$ cat src/adcss_pkg.sv
// Shared constants, register map and state types of the startup sequencer
package adcss_pkg;
	// ==========================================================
	// Timing
	localparam int CLK_PERIOD_NS  = 10;
	localparam int CONV_RESET_NS  = 100;
	localparam int CONV_RESET_CYC = (CONV_RESET_NS + CLK_PERIOD_NS - 1) / CLK_PERIOD_NS;
	localparam int SYNC_HOLD_NS   = 50;
	localparam int SYNC_HOLD_CYC  = (SYNC_HOLD_NS + CLK_PERIOD_NS - 1) / CLK_PERIOD_NS;
	localparam int LINK_INIT_NS   = 200;
	localparam int LINK_INIT_CYC  = (LINK_INIT_NS + CLK_PERIOD_NS - 1) / CLK_PERIOD_NS;
	localparam int CAL_RUN_NS     = 1000;
	localparam int CAL_RUN_CYC    = (CAL_RUN_NS + CLK_PERIOD_NS - 1) / CLK_PERIOD_NS;
	localparam int CNT_W          = 8;

	// ==========================================================
	// Converter configuration port
	localparam int CFG_AW = 3;
	localparam int CFG_DW = 8;
	localparam int MODE_W = 2;
	localparam int THR_W  = 7;
	localparam logic [CFG_AW-1:0] DREG_LINK_EN  = 3'h0;
	localparam logic [CFG_AW-1:0] DREG_CAL_EN   = 3'h1;
	localparam logic [CFG_AW-1:0] DREG_OUT_MODE = 3'h2;
	localparam logic [CFG_AW-1:0] DREG_SYNC_SEL = 3'h3;
	localparam logic [CFG_AW-1:0] DREG_CAL_OPT  = 3'h4;
	localparam logic [CFG_AW-1:0] DREG_OVR      = 3'h5;
	localparam logic [CFG_AW-1:0] DREG_CAL_TRIG = 3'h6;
	localparam int DCAL_BG_BIT  = 0;
	localparam int DCAL_OFS_BIT = 1;
	localparam int DOVR_EN_BIT  = 0;
	localparam int DOVR_THR_LSB = 1;

	// ==========================================================
	// Host APB registers
	localparam int APB_AW = 4;
	localparam logic [APB_AW-1:0] A_CTRL   = 4'h0;
	localparam logic [APB_AW-1:0] A_CFG    = 4'h4;
	localparam logic [APB_AW-1:0] A_STATUS = 4'h8;
	localparam int CTRL_START_BIT = 0;
	localparam int CFG_MODE_LSB   = 0;
	localparam int CFG_SYNC_SEL   = 2;
	localparam int CFG_CAL_BG     = 3;
	localparam int CFG_CAL_OFS    = 4;
	localparam int CFG_OVERRANGE_DETECT_ENABLE     = 5;
	localparam int CFG_SYNC_REQ   = 6;
	localparam int CFG_SYSREF_EN  = 7;
	localparam int CFG_THR_LSB    = 8;
	localparam int CFG_W          = 15;
	localparam logic [CFG_W-1:0] CFG_RESET = 15'h0000;
	localparam int ST_BUSY_BIT = 0;
	localparam int ST_DONE_BIT = 1;
	localparam int ST_LINK_BIT = 2;
	localparam int ST_CAL_BIT  = 3;
	localparam int ST_STEP_LSB = 4;

	// ==========================================================
	// State types
	typedef enum logic [1:0] {
		LNK_HALT = 2'h0,
		LNK_INIT = 2'h1,
		LNK_RUN  = 2'h3
	} adcss_link_st_t;

	typedef enum logic [1:0] {
		CAL_HALT = 2'h0,
		CAL_IDLE = 2'h1,
		CAL_RUN  = 2'h3
	} adcss_cal_st_t;

	typedef enum logic [3:0] {
		SQ_IDLE     = 4'h0,
		SQ_RESET    = 4'h1,
		SQ_WAIT_CLK = 4'h3,
		SQ_LINK_OFF = 4'h2,
		SQ_CAL_OFF  = 4'h6,
		SQ_MODE     = 4'h7,
		SQ_SYNC_SEL = 4'h5,
		SQ_CAL_OPT  = 4'h4,
		SQ_CAL_ON   = 4'hC,
		SQ_OVR      = 4'hD,
		SQ_LINK_ON  = 4'hF,
		SQ_SYNC     = 4'hE,
		SQ_TRIG0    = 4'hA,
		SQ_TRIG1    = 4'hB,
		SQ_DONE     = 4'h9
	} adcss_seq_st_t;
endpackage

$ cat src/adcss_link_if.sv
// Connection between the sequencing controller and the converter end
`timescale 1ns/1ps
`default_nettype none
interface adcss_link_if;
	// Configuration writes
	logic                          cfg_valid;
	logic [adcss_pkg::CFG_AW-1:0] cfg_addr;
	logic [adcss_pkg::CFG_DW-1:0] cfg_data;
	logic                          cfg_ready;
	// Reset and alignment
	logic                          conv_reset_n;
	logic                          sysref;
	// Sync request lines
	logic                          single_ended_sync_input;
	logic                          differential_timestamp_input_p;
	logic                          differential_timestamp_input_n;
	// Converter state seen by the controller
	logic                          link_running;
	logic                          cal_busy;

	modport dev (
		input  cfg_valid, cfg_addr, cfg_data, conv_reset_n, sysref,
		input  single_ended_sync_input,
		input  differential_timestamp_input_p, differential_timestamp_input_n,
		output cfg_ready, link_running, cal_busy
	);
	modport host (
		output cfg_valid, cfg_addr, cfg_data, conv_reset_n, sysref,
		output single_ended_sync_input,
		output differential_timestamp_input_p, differential_timestamp_input_n,
		input  cfg_ready, link_running, cal_busy
	);
endinterface
`default_nettype wire

$ cat src/adcss_host.sv
// Controller end: APB-programmed startup sequencer driving the converter
//
// Added by the designer: the register addresses and the APB slave port.
`timescale 1ns/1ps
`default_nettype none
// Summary of operation
// - Start only after a converter reset
// - Wait for a stable sampling clock
// - Halt output link before link settings
// - Halt calibration after link halt
// - Program output mode while both halted
// - Choose sync source, single or differential
// - Set calibration mode and offset option
// - Re-enable calibration after its options
// - Optionally set overrange before link enable
// - Enable output link, receiver then initialises
// - Pulse selected sync only when requested
// - Write trigger zero then one last
// - Supply reference pulse for deterministic alignment
module adcss_host #(
	parameter int RESET_HOLD = adcss_pkg::CONV_RESET_CYC,
	parameter int SYNC_HOLD  = adcss_pkg::SYNC_HOLD_CYC
) (
	// Clock and reset
	input  wire logic                          pclk,
	input  wire logic                          presetn,
	// APB slave
	input  wire logic                          psel,
	input  wire logic                          penable,
	input  wire logic                          pwrite,
	input  wire logic [adcss_pkg::APB_AW-1:0] paddr,
	input  wire logic [31:0]                   pwdata,
	output logic      [31:0]                   prdata,
	output logic                               pready,
	output logic                               pslverr,
	// Clock source status
	input  wire logic                          clk_stable,
	// Converter side
	adcss_link_if.host                         lnk
);
	adcss_pkg::adcss_seq_st_t       st_r, st_nxt;
	logic [adcss_pkg::CFG_W-1:0]    cfg_r;
	logic [adcss_pkg::CNT_W-1:0]    cnt_r;
	logic [31:0]                    prdata_r;
	logic                           pready_r, pslverr_r;
	logic                           valid_r, valid_nxt;
	logic [adcss_pkg::CFG_AW-1:0]   addr_r, addr_nxt;
	logic [adcss_pkg::CFG_DW-1:0]   data_r, data_nxt;
	logic                           rst_n_r, sysref_r, se_sync_r, ts_r;
	logic                           acc, wr_acc, hit_ctrl, hit_cfg, hit_stat, mapped;
	logic                           busy, start, accepted, cnt_end_rst, cnt_end_sync;
	logic [31:0]                    rd_mux;

	// ==========================================================
	// APB decode; answer comes one cycle into the access phase
	assign acc      = psel & penable & ~pready_r;
	assign hit_ctrl = (paddr == adcss_pkg::A_CTRL);
	assign hit_cfg  = (paddr == adcss_pkg::A_CFG);
	assign hit_stat = (paddr == adcss_pkg::A_STATUS);
	assign mapped   = hit_ctrl | hit_cfg | hit_stat;
	assign wr_acc   = acc & pwrite & mapped;
	assign busy     = (st_r != adcss_pkg::SQ_IDLE) & (st_r != adcss_pkg::SQ_DONE);
	// A restart is refused while a sequence is in flight
	assign start    = wr_acc & hit_ctrl & pwdata[adcss_pkg::CTRL_START_BIT] & ~busy;
	assign rd_mux   = hit_cfg  ? {17'h00000, cfg_r} :
	                  hit_stat ? {24'h000000, st_r, lnk.cal_busy, lnk.link_running,
	                              (st_r == adcss_pkg::SQ_DONE), busy} :
	                             32'h00000000;

	// Bus answer registers
	always_ff @(posedge pclk or negedge presetn) begin
		if (!presetn) begin
			pready_r  <= 1'b0;
			pslverr_r <= 1'b0;
			prdata_r  <= 32'h00000000;
		end else begin
			pready_r  <= acc;
			pslverr_r <= acc & ~mapped;
			if (acc & ~pwrite) begin
				prdata_r <= rd_mux;
			end
		end
	end

	// Settings; changes while busy would race the writes, so they are dropped
	always_ff @(posedge pclk or negedge presetn) begin
		if (!presetn) begin
			cfg_r <= adcss_pkg::CFG_RESET;
		end else if (wr_acc & hit_cfg & ~busy) begin
			cfg_r <= pwdata[adcss_pkg::CFG_W-1:0];
		end
	end

	// ==========================================================
	// Sequencer: each write step holds valid until the converter takes it
	assign accepted     = valid_r & lnk.cfg_ready;
	assign cnt_end_rst  = (cnt_r == adcss_pkg::CNT_W'(RESET_HOLD - 1));
	assign cnt_end_sync = (cnt_r == adcss_pkg::CNT_W'(SYNC_HOLD - 1));

	always_comb begin
		st_nxt = st_r;
		unique case (st_r)
			adcss_pkg::SQ_IDLE:     if (start) st_nxt = adcss_pkg::SQ_RESET;
			adcss_pkg::SQ_DONE:     if (start) st_nxt = adcss_pkg::SQ_RESET;
			adcss_pkg::SQ_RESET:    if (cnt_end_rst) st_nxt = adcss_pkg::SQ_WAIT_CLK;
			adcss_pkg::SQ_WAIT_CLK: if (clk_stable) st_nxt = adcss_pkg::SQ_LINK_OFF;
			adcss_pkg::SQ_LINK_OFF: if (accepted) st_nxt = adcss_pkg::SQ_CAL_OFF;
			adcss_pkg::SQ_CAL_OFF:  if (accepted) st_nxt = adcss_pkg::SQ_MODE;
			adcss_pkg::SQ_MODE:     if (accepted) st_nxt = adcss_pkg::SQ_SYNC_SEL;
			adcss_pkg::SQ_SYNC_SEL: if (accepted) st_nxt = adcss_pkg::SQ_CAL_OPT;
			adcss_pkg::SQ_CAL_OPT:  if (accepted) st_nxt = adcss_pkg::SQ_CAL_ON;
			adcss_pkg::SQ_CAL_ON:   if (accepted) st_nxt = adcss_pkg::SQ_OVR;
			adcss_pkg::SQ_OVR:      if (accepted) st_nxt = adcss_pkg::SQ_LINK_ON;
			adcss_pkg::SQ_LINK_ON:  if (accepted) begin
				st_nxt = cfg_r[adcss_pkg::CFG_SYNC_REQ] ? adcss_pkg::SQ_SYNC
				                                         : adcss_pkg::SQ_TRIG0;
			end
			adcss_pkg::SQ_SYNC:     if (cnt_end_sync) st_nxt = adcss_pkg::SQ_TRIG0;
			adcss_pkg::SQ_TRIG0:    if (accepted) st_nxt = adcss_pkg::SQ_TRIG1;
			adcss_pkg::SQ_TRIG1:    if (accepted) st_nxt = adcss_pkg::SQ_DONE;
			default:                st_nxt = adcss_pkg::SQ_IDLE;
		endcase
	end

	// Write contents for the state being entered
	always_comb begin
		valid_nxt = 1'b1;
		addr_nxt  = adcss_pkg::DREG_LINK_EN;
		data_nxt  = 8'h00;
		unique case (st_nxt)
			adcss_pkg::SQ_LINK_OFF: addr_nxt = adcss_pkg::DREG_LINK_EN;
			adcss_pkg::SQ_CAL_OFF:  addr_nxt = adcss_pkg::DREG_CAL_EN;
			adcss_pkg::SQ_MODE: begin
				addr_nxt = adcss_pkg::DREG_OUT_MODE;
				data_nxt = {6'h00, cfg_r[adcss_pkg::CFG_MODE_LSB +: adcss_pkg::MODE_W]};
			end
			adcss_pkg::SQ_SYNC_SEL: begin
				addr_nxt = adcss_pkg::DREG_SYNC_SEL;
				data_nxt = {7'h00, cfg_r[adcss_pkg::CFG_SYNC_SEL]};
			end
			adcss_pkg::SQ_CAL_OPT: begin
				addr_nxt = adcss_pkg::DREG_CAL_OPT;
				data_nxt = {6'h00, cfg_r[adcss_pkg::CFG_CAL_OFS], cfg_r[adcss_pkg::CFG_CAL_BG]};
			end
			adcss_pkg::SQ_CAL_ON: begin
				addr_nxt = adcss_pkg::DREG_CAL_EN;
				data_nxt = 8'h01;
			end
			adcss_pkg::SQ_OVR: begin
				addr_nxt = adcss_pkg::DREG_OVR;
				data_nxt = {cfg_r[adcss_pkg::CFG_THR_LSB +: adcss_pkg::THR_W],
				            cfg_r[adcss_pkg::CFG_OVERRANGE_DETECT_ENABLE]};
			end
			adcss_pkg::SQ_LINK_ON: begin
				addr_nxt = adcss_pkg::DREG_LINK_EN;
				data_nxt = 8'h01;
			end
			adcss_pkg::SQ_TRIG0:    addr_nxt = adcss_pkg::DREG_CAL_TRIG;
			adcss_pkg::SQ_TRIG1: begin
				addr_nxt = adcss_pkg::DREG_CAL_TRIG;
				data_nxt = 8'h01;
			end
			default:                valid_nxt = 1'b0;
		endcase
	end

	// State, write request and step counter
	always_ff @(posedge pclk or negedge presetn) begin
		if (!presetn) begin
			st_r    <= adcss_pkg::SQ_IDLE;
			valid_r <= 1'b0;
			addr_r  <= adcss_pkg::DREG_LINK_EN;
			data_r  <= 8'h00;
			cnt_r   <= '0;
		end else begin
			st_r    <= st_nxt;
			valid_r <= valid_nxt;
			addr_r  <= addr_nxt;
			data_r  <= data_nxt;
			cnt_r   <= (st_nxt == st_r) ? cnt_r + 1'b1 : '0;
		end
	end

	// ==========================================================
	// Pin drive: converter reset, sync lines and reference pulse
	always_ff @(posedge pclk or negedge presetn) begin
		if (!presetn) begin
			rst_n_r   <= 1'b0;
			sysref_r  <= 1'b0;
			se_sync_r <= 1'b0;
			ts_r      <= 1'b0;
		end else begin
			rst_n_r   <= (st_nxt != adcss_pkg::SQ_RESET);
			sysref_r  <= accepted & (st_r == adcss_pkg::SQ_LINK_ON)
			             & cfg_r[adcss_pkg::CFG_SYSREF_EN];
			se_sync_r <= (st_nxt == adcss_pkg::SQ_SYNC) & ~cfg_r[adcss_pkg::CFG_SYNC_SEL];
			ts_r      <= (st_nxt == adcss_pkg::SQ_SYNC) & cfg_r[adcss_pkg::CFG_SYNC_SEL];
		end
	end

	assign prdata                             = prdata_r;
	assign pready                             = pready_r;
	assign pslverr                            = pslverr_r;
	assign lnk.cfg_valid                      = valid_r;
	assign lnk.cfg_addr                       = addr_r;
	assign lnk.cfg_data                       = data_r;
	assign lnk.conv_reset_n                   = rst_n_r;
	assign lnk.sysref                         = sysref_r;
	assign lnk.single_ended_sync_input        = se_sync_r;
	assign lnk.differential_timestamp_input_p = ts_r;
	assign lnk.differential_timestamp_input_n = ~ts_r;
endmodule // adcss_host
`default_nettype wire

$ cat src/flat_wrapper.sv
// flat-port wrapper written by rule: the top's interface ports become plain ports
module adcss_host_flat 
#(
	parameter int RESET_HOLD = adcss_pkg::CONV_RESET_CYC,
	parameter int SYNC_HOLD  = adcss_pkg::SYNC_HOLD_CYC
)
  (pclk, presetn, psel, penable, pwrite, paddr, pwdata, prdata, pready, pslverr, clk_stable, lnk_cfg_valid, lnk_cfg_addr, lnk_cfg_data, lnk_conv_reset_n, lnk_sysref, lnk_single_ended_sync_input, lnk_differential_timestamp_input_p, lnk_differential_timestamp_input_n, lnk_cfg_ready, lnk_link_running, lnk_cal_busy);
  adcss_link_if lnk_i ();
  input  wire logic pclk;
  input  wire logic presetn;
  input  wire logic psel;
  input  wire logic penable;
  input  wire logic pwrite;
  input  wire logic [adcss_pkg::APB_AW-1:0] paddr;
  input  wire logic [31:0] pwdata;
  output logic      [31:0] prdata;
  output logic pready;
  output logic pslverr;
  input  wire logic clk_stable;
  output wire logic [$bits(lnk_i.cfg_valid)-1:0] lnk_cfg_valid;
  output wire logic [$bits(lnk_i.cfg_addr)-1:0] lnk_cfg_addr;
  output wire logic [$bits(lnk_i.cfg_data)-1:0] lnk_cfg_data;
  output wire logic [$bits(lnk_i.conv_reset_n)-1:0] lnk_conv_reset_n;
  output wire logic [$bits(lnk_i.sysref)-1:0] lnk_sysref;
  output wire logic [$bits(lnk_i.single_ended_sync_input)-1:0] lnk_single_ended_sync_input;
  output wire logic [$bits(lnk_i.differential_timestamp_input_p)-1:0] lnk_differential_timestamp_input_p;
  output wire logic [$bits(lnk_i.differential_timestamp_input_n)-1:0] lnk_differential_timestamp_input_n;
  input wire logic [$bits(lnk_i.cfg_ready)-1:0] lnk_cfg_ready;
  input wire logic [$bits(lnk_i.link_running)-1:0] lnk_link_running;
  input wire logic [$bits(lnk_i.cal_busy)-1:0] lnk_cal_busy;
  assign lnk_cfg_valid = lnk_i.cfg_valid;
  assign lnk_cfg_addr = lnk_i.cfg_addr;
  assign lnk_cfg_data = lnk_i.cfg_data;
  assign lnk_conv_reset_n = lnk_i.conv_reset_n;
  assign lnk_sysref = lnk_i.sysref;
  assign lnk_single_ended_sync_input = lnk_i.single_ended_sync_input;
  assign lnk_differential_timestamp_input_p = lnk_i.differential_timestamp_input_p;
  assign lnk_differential_timestamp_input_n = lnk_i.differential_timestamp_input_n;
  assign lnk_i.cfg_ready = lnk_cfg_ready;
  assign lnk_i.link_running = lnk_link_running;
  assign lnk_i.cal_busy = lnk_cal_busy;
  adcss_host #(.RESET_HOLD(RESET_HOLD), .SYNC_HOLD(SYNC_HOLD)) u_core (.pclk(pclk), .presetn(presetn), .psel(psel), .penable(penable), .pwrite(pwrite), .paddr(paddr), .pwdata(pwdata), .prdata(prdata), .pready(pready), .pslverr(pslverr), .clk_stable(clk_stable), .lnk(lnk_i));
endmodule
$ cat config.mk
export PLATFORM = sky130hd
export DESIGN_NAME = adcss_host_flat
export DESIGN_NICKNAME = d
export VERILOG_FILES = /design/src/adcss_pkg.sv /design/src/adcss_link_if.sv /design/src/adcss_host.sv /design/src/flat_wrapper.sv
export SDC_FILE = /design/constraint.sdc
export NUM_CORES = 1
export LEC_CHECK = 0
export ABC_AREA = 0
export BUFFER_PORTS_ARGS = -buffer_cell sky130_fd_sc_hd__buf_2
export CAP_MARGIN = 20
export CORE_MARGIN = 2
export CORE_UTILIZATION = 50
export DETAILED_ROUTE_END_ITERATION = 16
export GPL_TIMING_DRIVEN = 0
export MAX_ROUTING_LAYER = met4
export PLACE_DENSITY = 0.88
export SYNTH_ARGS = -nofsm -noshare
export SYNTH_HDL_FRONTEND = slang
export SYNTH_SLANG_ARGS = --single-unit
$ cat constraint.sdc
create_clock -name pclk -period 5 [get_ports pclk]
set_input_delay 1 -clock pclk [delete_from_list [all_inputs] [get_ports pclk]]
set_output_delay 1 -clock pclk [all_outputs]
set_load 0.01 [all_outputs]
==> out/results.ini, run 1 <==
[clock_network]
clockRootBuffer = clkbuf_8
postCtsSetupBuffers = 0
cts_tree = built
clk_latency_ps = 330
clkSlewWorstSetupHoldPaths_ps = 60
cts_resized = 0
cts_made_buffers = 9
clk_path_buf_depth = 2
htreeDepth = 3
cts_hold_buffers = 0
clkSinkCount = 60

[yosys]
synth_cells = 253
ys_seq_area_share_pct = 53.1
syn_avg_cell_area_um2 = 11.2
synthTopCellsByArea = dfrtp_1, mux2_2, buf_4, nor2_1, a222oi_1
synth_area_leader_cell = dfrtp_1
ys.flop_type = dfrtp_1
synth.top_cell.area_share_pct = 53.1
yosys-top-cells-count = dfrtp_1, buf_4, nor2_1, inv_1, mux2_2
synth_edf_count = 0
yosys.cell_types.count = 45
netlist_area_mm2 = 0.00283
async_reset_ff_share_pct = 100
synth.most_common_cell = dfrtp_1
yosys_warnings = 0
ys_ff_latch = 60

[sta]
slew_headroom_pct = 54.7
finalSetupTns_ps = 0
min_period_ps = 2860
min_period_over_period_pct = 57.1
worstMarginPinSlew_ps = 679
drv_slew = 0
fmax_mhz = 350
final-hold-violation-count = 0
final-setup-viol-count = 0
finClkSkew_ps = 10.7
rsz0062_at_grt = false

[drt]
drt_iter0_drc = 98
final_antenna_net_count = 0
vias_per_cell = 5.21
post-route-drc-count = 0
postRouteWirelength_mm = 6.29
drt-pass1-iter-count = 4
post_drt_wl_per_cell_um = 15.0
vias = 2185

[critical_path]
cpPeakStageDelay_ps = 470
cp-end-kind = flop
cp.required_ps = 5270
startpoint_type = input pin
cpMaxStageDelayCell = clkbuf_1
critical_path_buf_inv_count = 4
critPathKind = input pin to flop
path_delay_family = simple AND/OR/NAND/NOR gates
arrival_ps = 3130
crit_chain = buf_2, nand3b_1, inv_1, nand2b_1, or3_1, nor3b_2, clkbuf_1, a222oi_1, inv_1
path_max_fanout = 10
crit_top_cell = inv_1

[place]
place_congestion = 0.806
dp_hpwl_mm = 4.61
place.port_buffers = 61

[cells_and_area]
area_growth_pct = 25.9
post-route-util_pct = 65.1
antenna_cells = 0
nets = 390
drive_above_1_share_pct = 35.4

[die]
ios = 96
fp.dieW_um = 79.2
start_util_pct = 51.7
dieArea_mm2 = 0.00627
placementRows = 27
fp.dieH_um = 79.2
core-area_mm2 = 0.00547

[flow_run]
max_cap_viol_count = 0

[power]
p_leak_nw = 1.88
ir_drop_mv = 0.228
power_density_mw_per_mm2 = 494

[min_path]
hold_class = flop to flop

[global_route]
first_global_vias = 2150
grt_max_degree = 43
grt-ovfl-total = 0
grt_pass1_wl_mm = 10.2
grt_usage_pct = 22.0
antenna_found_initial = 0

[outcome]
status = finished clean

## cell families after synthesis
family                   synth area share, %
AO/OA/AOI/OAI                           11.6
XOR/XNOR                                3.10
adder cells (fa/ha/maj)                 1.33
buffers and inverters                   9.38
flip-flops                              53.1
multiplexers                            6.50
other                                  0.133
AND/OR/NAND/NOR                         14.9
## metal layers
| layer | share of wire [%] | routed length, um | track usage, % |
|---|---|---|---|
| met5 | 0 | 0 | - |
| met4 | 0.22 | 14 | 6.72 |
| met3 | 6.0 | 380 | 6.82 |
| met2 | 51 | 3230 | 34.2 |
| met1 | 42 | 2670 | 27.9 |
## cells in the final DEF (no fill, tap or decap), types with 2 or more instances in the layout
master     Yosys  final
bufinv_16      0      3
nand3b_1       4      4
xnor2_1        5      5
a222oi_1       7      7
clkbuf_8       0     11
o21ai_0        6      6
and3_1         6      6
a22o_1         8      8
nor3_1         3      3
conb_1         1     17
o31ai_1        2      2
a31oi_1        2      2
buf_4         19     19
nand2_1       12     12
clkbuf_1       4      4
xor2_1         5      5
a21oi_1        4      4
and2_1         9      9
nor2_1        19     19
nor3b_2        2      2
inv_1         16     16
dfrtp_1       60     60
mux2_2        15     15
or3_1          3      3
nand3_1       11     11
nand4_1        4      4
buf_2          4     65
ha_1           3      3
## area by class of cell
cell class	count	area (um^2)
fill	459	1910
sequential	60	1500
multi-input combinational	164	1120
timing repair buffer	62	325
buffer	28	189
clock buffer	11	151
clock inverter	5	106
tap	72	90.1
inverter	17	76.3
## stage by stage
stage / setup slack, ps / hold WS (ps) / std cells / total power [W] / instance area [um^2]
detailed placement: 1840 / 476 / 403 / 0.00121 / 3300
floorplan: 2470 / 457 / 269 / 0.00105 / 2890
global route: 2020 / 524 / 419 / 0.00186 / 3560
finish: 2140 / 490 / 419 / 0.00176 / 3560
CTS: 2160 / 493 / 419 / 0.00176 / 3560
global placement: 1910 / 466 / 402 / 0.00119 / 3280
## registers in the layout, summed over array words and instances (netlist names)
| register | cells |
|---|---|
| u_core.cfg_r | 15 |
| u_core.prdata | 15 |
| u_core.cnt_r | 8 |
| u_core.lnk.cfg_data | 8 |
| u_core.st_r | 4 |
| u_core.lnk.cfg_addr | 3 |
| u_core.lnk.cfg_valid | 1 |
| u_core.lnk.conv_reset_n | 1 |
| u_core.lnk.differential_timestamp_input_p | 1 |
| u_core.lnk.single_ended_sync_input | 1 |
| u_core.lnk.sysref | 1 |
| u_core.pready | 1 |
| u_core.pslverr | 1 |
## final timing paths
path	to	from	cells past startpoint	slack, ps
max reg2reg	u_core.cnt_r[5]$_DFF_PN0_	u_core.cnt_r[5]$_DFF_PN0_	8	2390
max	u_core.prdata[7]$_DFFE_PN0P_	penable	9	2140
min in group asynchronous	u_core.cnt_r[2]$_DFF_PN0_	presetn	1	610
min	u_core.prdata[3]$_DFFE_PN0P_	u_core.prdata[3]$_DFFE_PN0P_	2	490
max in group asynchronous	u_core.prdata[4]$_DFFE_PN0P_	presetn	2	3820
min reg2reg	u_core.prdata[3]$_DFFE_PN0P_	u_core.prdata[3]$_DFFE_PN0P_	2	490
## worst min-delay path, stage by stage (launching register included)
cell,delay [ps]
dfrtp_1,340
a222oi_1,60
inv_1,50
## power breakdown
part | switching, W | internal, W | total, W
clock network | 0.000190 | 0.000360 | 0.000550
registers | 0.0000520 | 0.000550 | 0.000602
logic | 0.000369 | 0.000237 | 0.000606
total | 0.000611 | 0.00115 | 0.00176
(Power assumes the default switching activity.)
==> inputs of run 2 (changes only) <==
--- a/config.mk
+++ b/config.mk
@@ -9,11 +9,11 @@
 export BUFFER_PORTS_ARGS = -buffer_cell sky130_fd_sc_hd__buf_2
 export CAP_MARGIN = 20
 export CORE_MARGIN = 2
-export CORE_UTILIZATION = 50
+export CORE_UTILIZATION = 45
 export DETAILED_ROUTE_END_ITERATION = 16
 export GPL_TIMING_DRIVEN = 0
 export MAX_ROUTING_LAYER = met4
-export PLACE_DENSITY = 0.88
+export PLACE_DENSITY = 0.84
 export SYNTH_ARGS = -nofsm -noshare
 export SYNTH_HDL_FRONTEND = slang
 export SYNTH_SLANG_ARGS = --single-unit
==> constraint.sdc (replaced) <==
create_clock -name pclk -period 2.4 [get_ports pclk]
set_input_delay 0.48 -clock pclk [delete_from_list [all_inputs] [get_ports pclk]]
set_output_delay 0.48 -clock pclk [all_outputs]
set_load 0.01 [all_outputs]
==> run 2 against run 1 <==
Clock skew down 2.0 ps. Die area up 11%. Sequential power up 110%. Cell count up 2.1%. Worst setup slack worse by 2100 ps. First-iteration DRC count up 48%. Core utilization down 4.9 points. Critical endpoint is now u_core.cnt_r[1]$_DFF_PN0_. Largest cell class unchanged. Highest routed layer unchanged.
==> out/results.ini, run 2 (synthesis gave the netlist of run 1 again) <==
[outcome]
status = finished clean

[clock_network]
cts_tree = built
cts_made_buffers = 9
clk_path_buf_depth = 2
cts_hold_buffers = 0
htreeDepth = 3
clkSlewWorstSetupHoldPaths_ps = 70
clk_latency_ps = 350
clkSinkCount = 60
clockRootBuffer = clkbuf_8

[sta]
fmax_mhz = 424
final-setup-viol-count = 0
min_period_ps = 2360
finClkSkew_ps = 8.73
layout_setup_ws_ps = 43.7
rsz0062_at_grt = true
drv_slew = 0
hold_ws_ps = 61.0
worstMarginPinSlew_ps = 528
slew_headroom_pct = 64.6
final-hold-violation-count = 0
min_period_over_period_pct = 98.2

[power]
ir_drop_mv = 0.498
power_density_mw_per_mm2 = 982
p_leak_nw = 1.89

[die]
fp.dieH_um = 83.3
fp.dieW_um = 83.3
placementRows = 28
dieArea_mm2 = 0.00693
core-area_mm2 = 0.00599
ios = 96
start_util_pct = 47.2

[global_route]
grt-ovfl-total = 0
grt_pass1_wl_mm = 10.5
first_global_vias = 2211
grt_usage_pct = 19.5
grt_max_degree = 44
antenna_found_initial = 0

[drt]
post_drt_wl_per_cell_um = 14.6
vias = 2204
postRouteWirelength_mm = 6.25
drt-pass1-iter-count = 5
vias_per_cell = 5.15
drt_iter0_drc = 145
final_antenna_net_count = 0
post-route-drc-count = 0

[cells_and_area]
drive_above_1_share_pct = 39.1
fill_cells = 496
nets = 396
area_growth_pct = 27.5
post-route-util_pct = 60.2
final_cell_mix = buf_2, dfrtp_1, buf_4, conb_1
antenna_cells = 0
layout_commonest_cell = buf_2

[place]
place_congestion = 0.852
place.port_buffers = 61
place_ws_ps = -178
dp_hpwl_mm = 4.34

[critical_path]
path_max_fanout = 10
r2r_cells = 7
r2r_slack_ps = 40
startpoint_type = flop
arrival_ps = 2590
cp-end-kind = flop
critPathKind = flop to flop
r2r_start = u_core.st_r[2]$_DFF_PN0_
cp.required_ps = 2630
worst_r2r_endpoint = u_core.cnt_r[1]$_DFF_PN0_

[min_path]
hold_class = input pin to async pin

[flow_run]
max_cap_viol_count = 0

[run 2: cell types whose count changed in the layout (fill, tap and decap cells not counted), sizes merged]
| cell | delta |
|---|---|
| inv | +1 |
| clkinvlp | +2 |
| clkinv | +1 |
| bufinv | -2 |
| buf | +7 |
| clkbuf | -3 |
[run 2: routing by layer]
layer | vias to the layer above | GRT usage (%) | wire, um | share of wire, %
met5 | - | - | 0 | 0
met2 | 64 | 29.8 | 3050 | 49
met1 | 1077 | 24.0 | 2710 | 43
li1 | 1052 | - | - | -
met3 | 11 | 6.86 | 394 | 6.3
met4 | 0 | 7.30 | 97 | 1.6
[run 2: worst max-delay path by stage]
stage                                              start  slack (ps)                          endpoint
after global routing            u_core.st_r[2]$_DFF_PN0_         -40         u_core.cnt_r[6]$_DFF_PN0_
after floorplan                u_core.cnt_r[5]$_DFF_PN0_          30         u_core.cnt_r[2]$_DFF_PN0_
after global placement                           penable        -170      u_core.prdata[7]$_DFFE_PN0P_
after detailed placement       u_core.cnt_r[5]$_DFF_PN0_        -180         u_core.cnt_r[5]$_DFF_PN0_
after CTS                 u_core.lnk.cfg_valid$_DFF_PN0_          10  u_core.lnk.cfg_data[5]$_DFF_PN0_
final                           u_core.st_r[2]$_DFF_PN0_          40         u_core.cnt_r[1]$_DFF_PN0_
[run 2: power by group]
part | leakage, nW | switching [W] | internal, W
Combinational | 0.984 | 0.000817 | 0.000561
Clock | 0.0923 | 0.000434 | 0.000483
Sequential | 0.814 | 0.0000992 | 0.00115
[run 2: repair_timing]
action / 4_1_cts / 5_1_grt
buffers inserted: 4 / 3
resized for setup: 6 / 7
setup endpoints to repair: 32 / 35
pin swaps: 8 / 2
[run 2: through the flow]
| step | TNS (ps) | instance area [um^2] | total power, W | instances |
|---|---|---|---|---|
| global placement | -2450 | 3290 | 0.00247 | 405 |
| finish | 0 | 3600 | 0.00354 | 428 |
| floorplan | 0 | 2890 | 0.00220 | 269 |
| CTS | 0 | 3550 | 0.00345 | 425 |
| global route | -194 | 3600 | 0.00377 | 428 |
| detailed placement | -3380 | 3310 | 0.00251 | 406 |
[run 2: critical path, stage by stage, from the launching register on]
cell and delay (ps):
dfrtp_1 410, or4b_1 520, or3_4 380, and3_4 180, clkinv_8 70, mux2_4 300
o211ai_4 290, nor2_1 70
[run 2: layout make-up]
| cell class | count | area [um^2] | area share (%) |
|---|---|---|---|
| Tap cell | 75 | 93.8 | 2.60 |
| Sequential cell | 60 | 1500 | 41.7 |
| Buffer | 27 | 179 | 4.96 |
| Inverter | 17 | 76.3 | 2.12 |
| Clock inverter | 7 | 75.1 | 2.08 |
| Timing Repair Buffer | 69 | 378 | 10.5 |
| Multi-Input combinational cell | 164 | 1180 | 32.7 |
| Clock buffer | 9 | 124 | 3.44 |
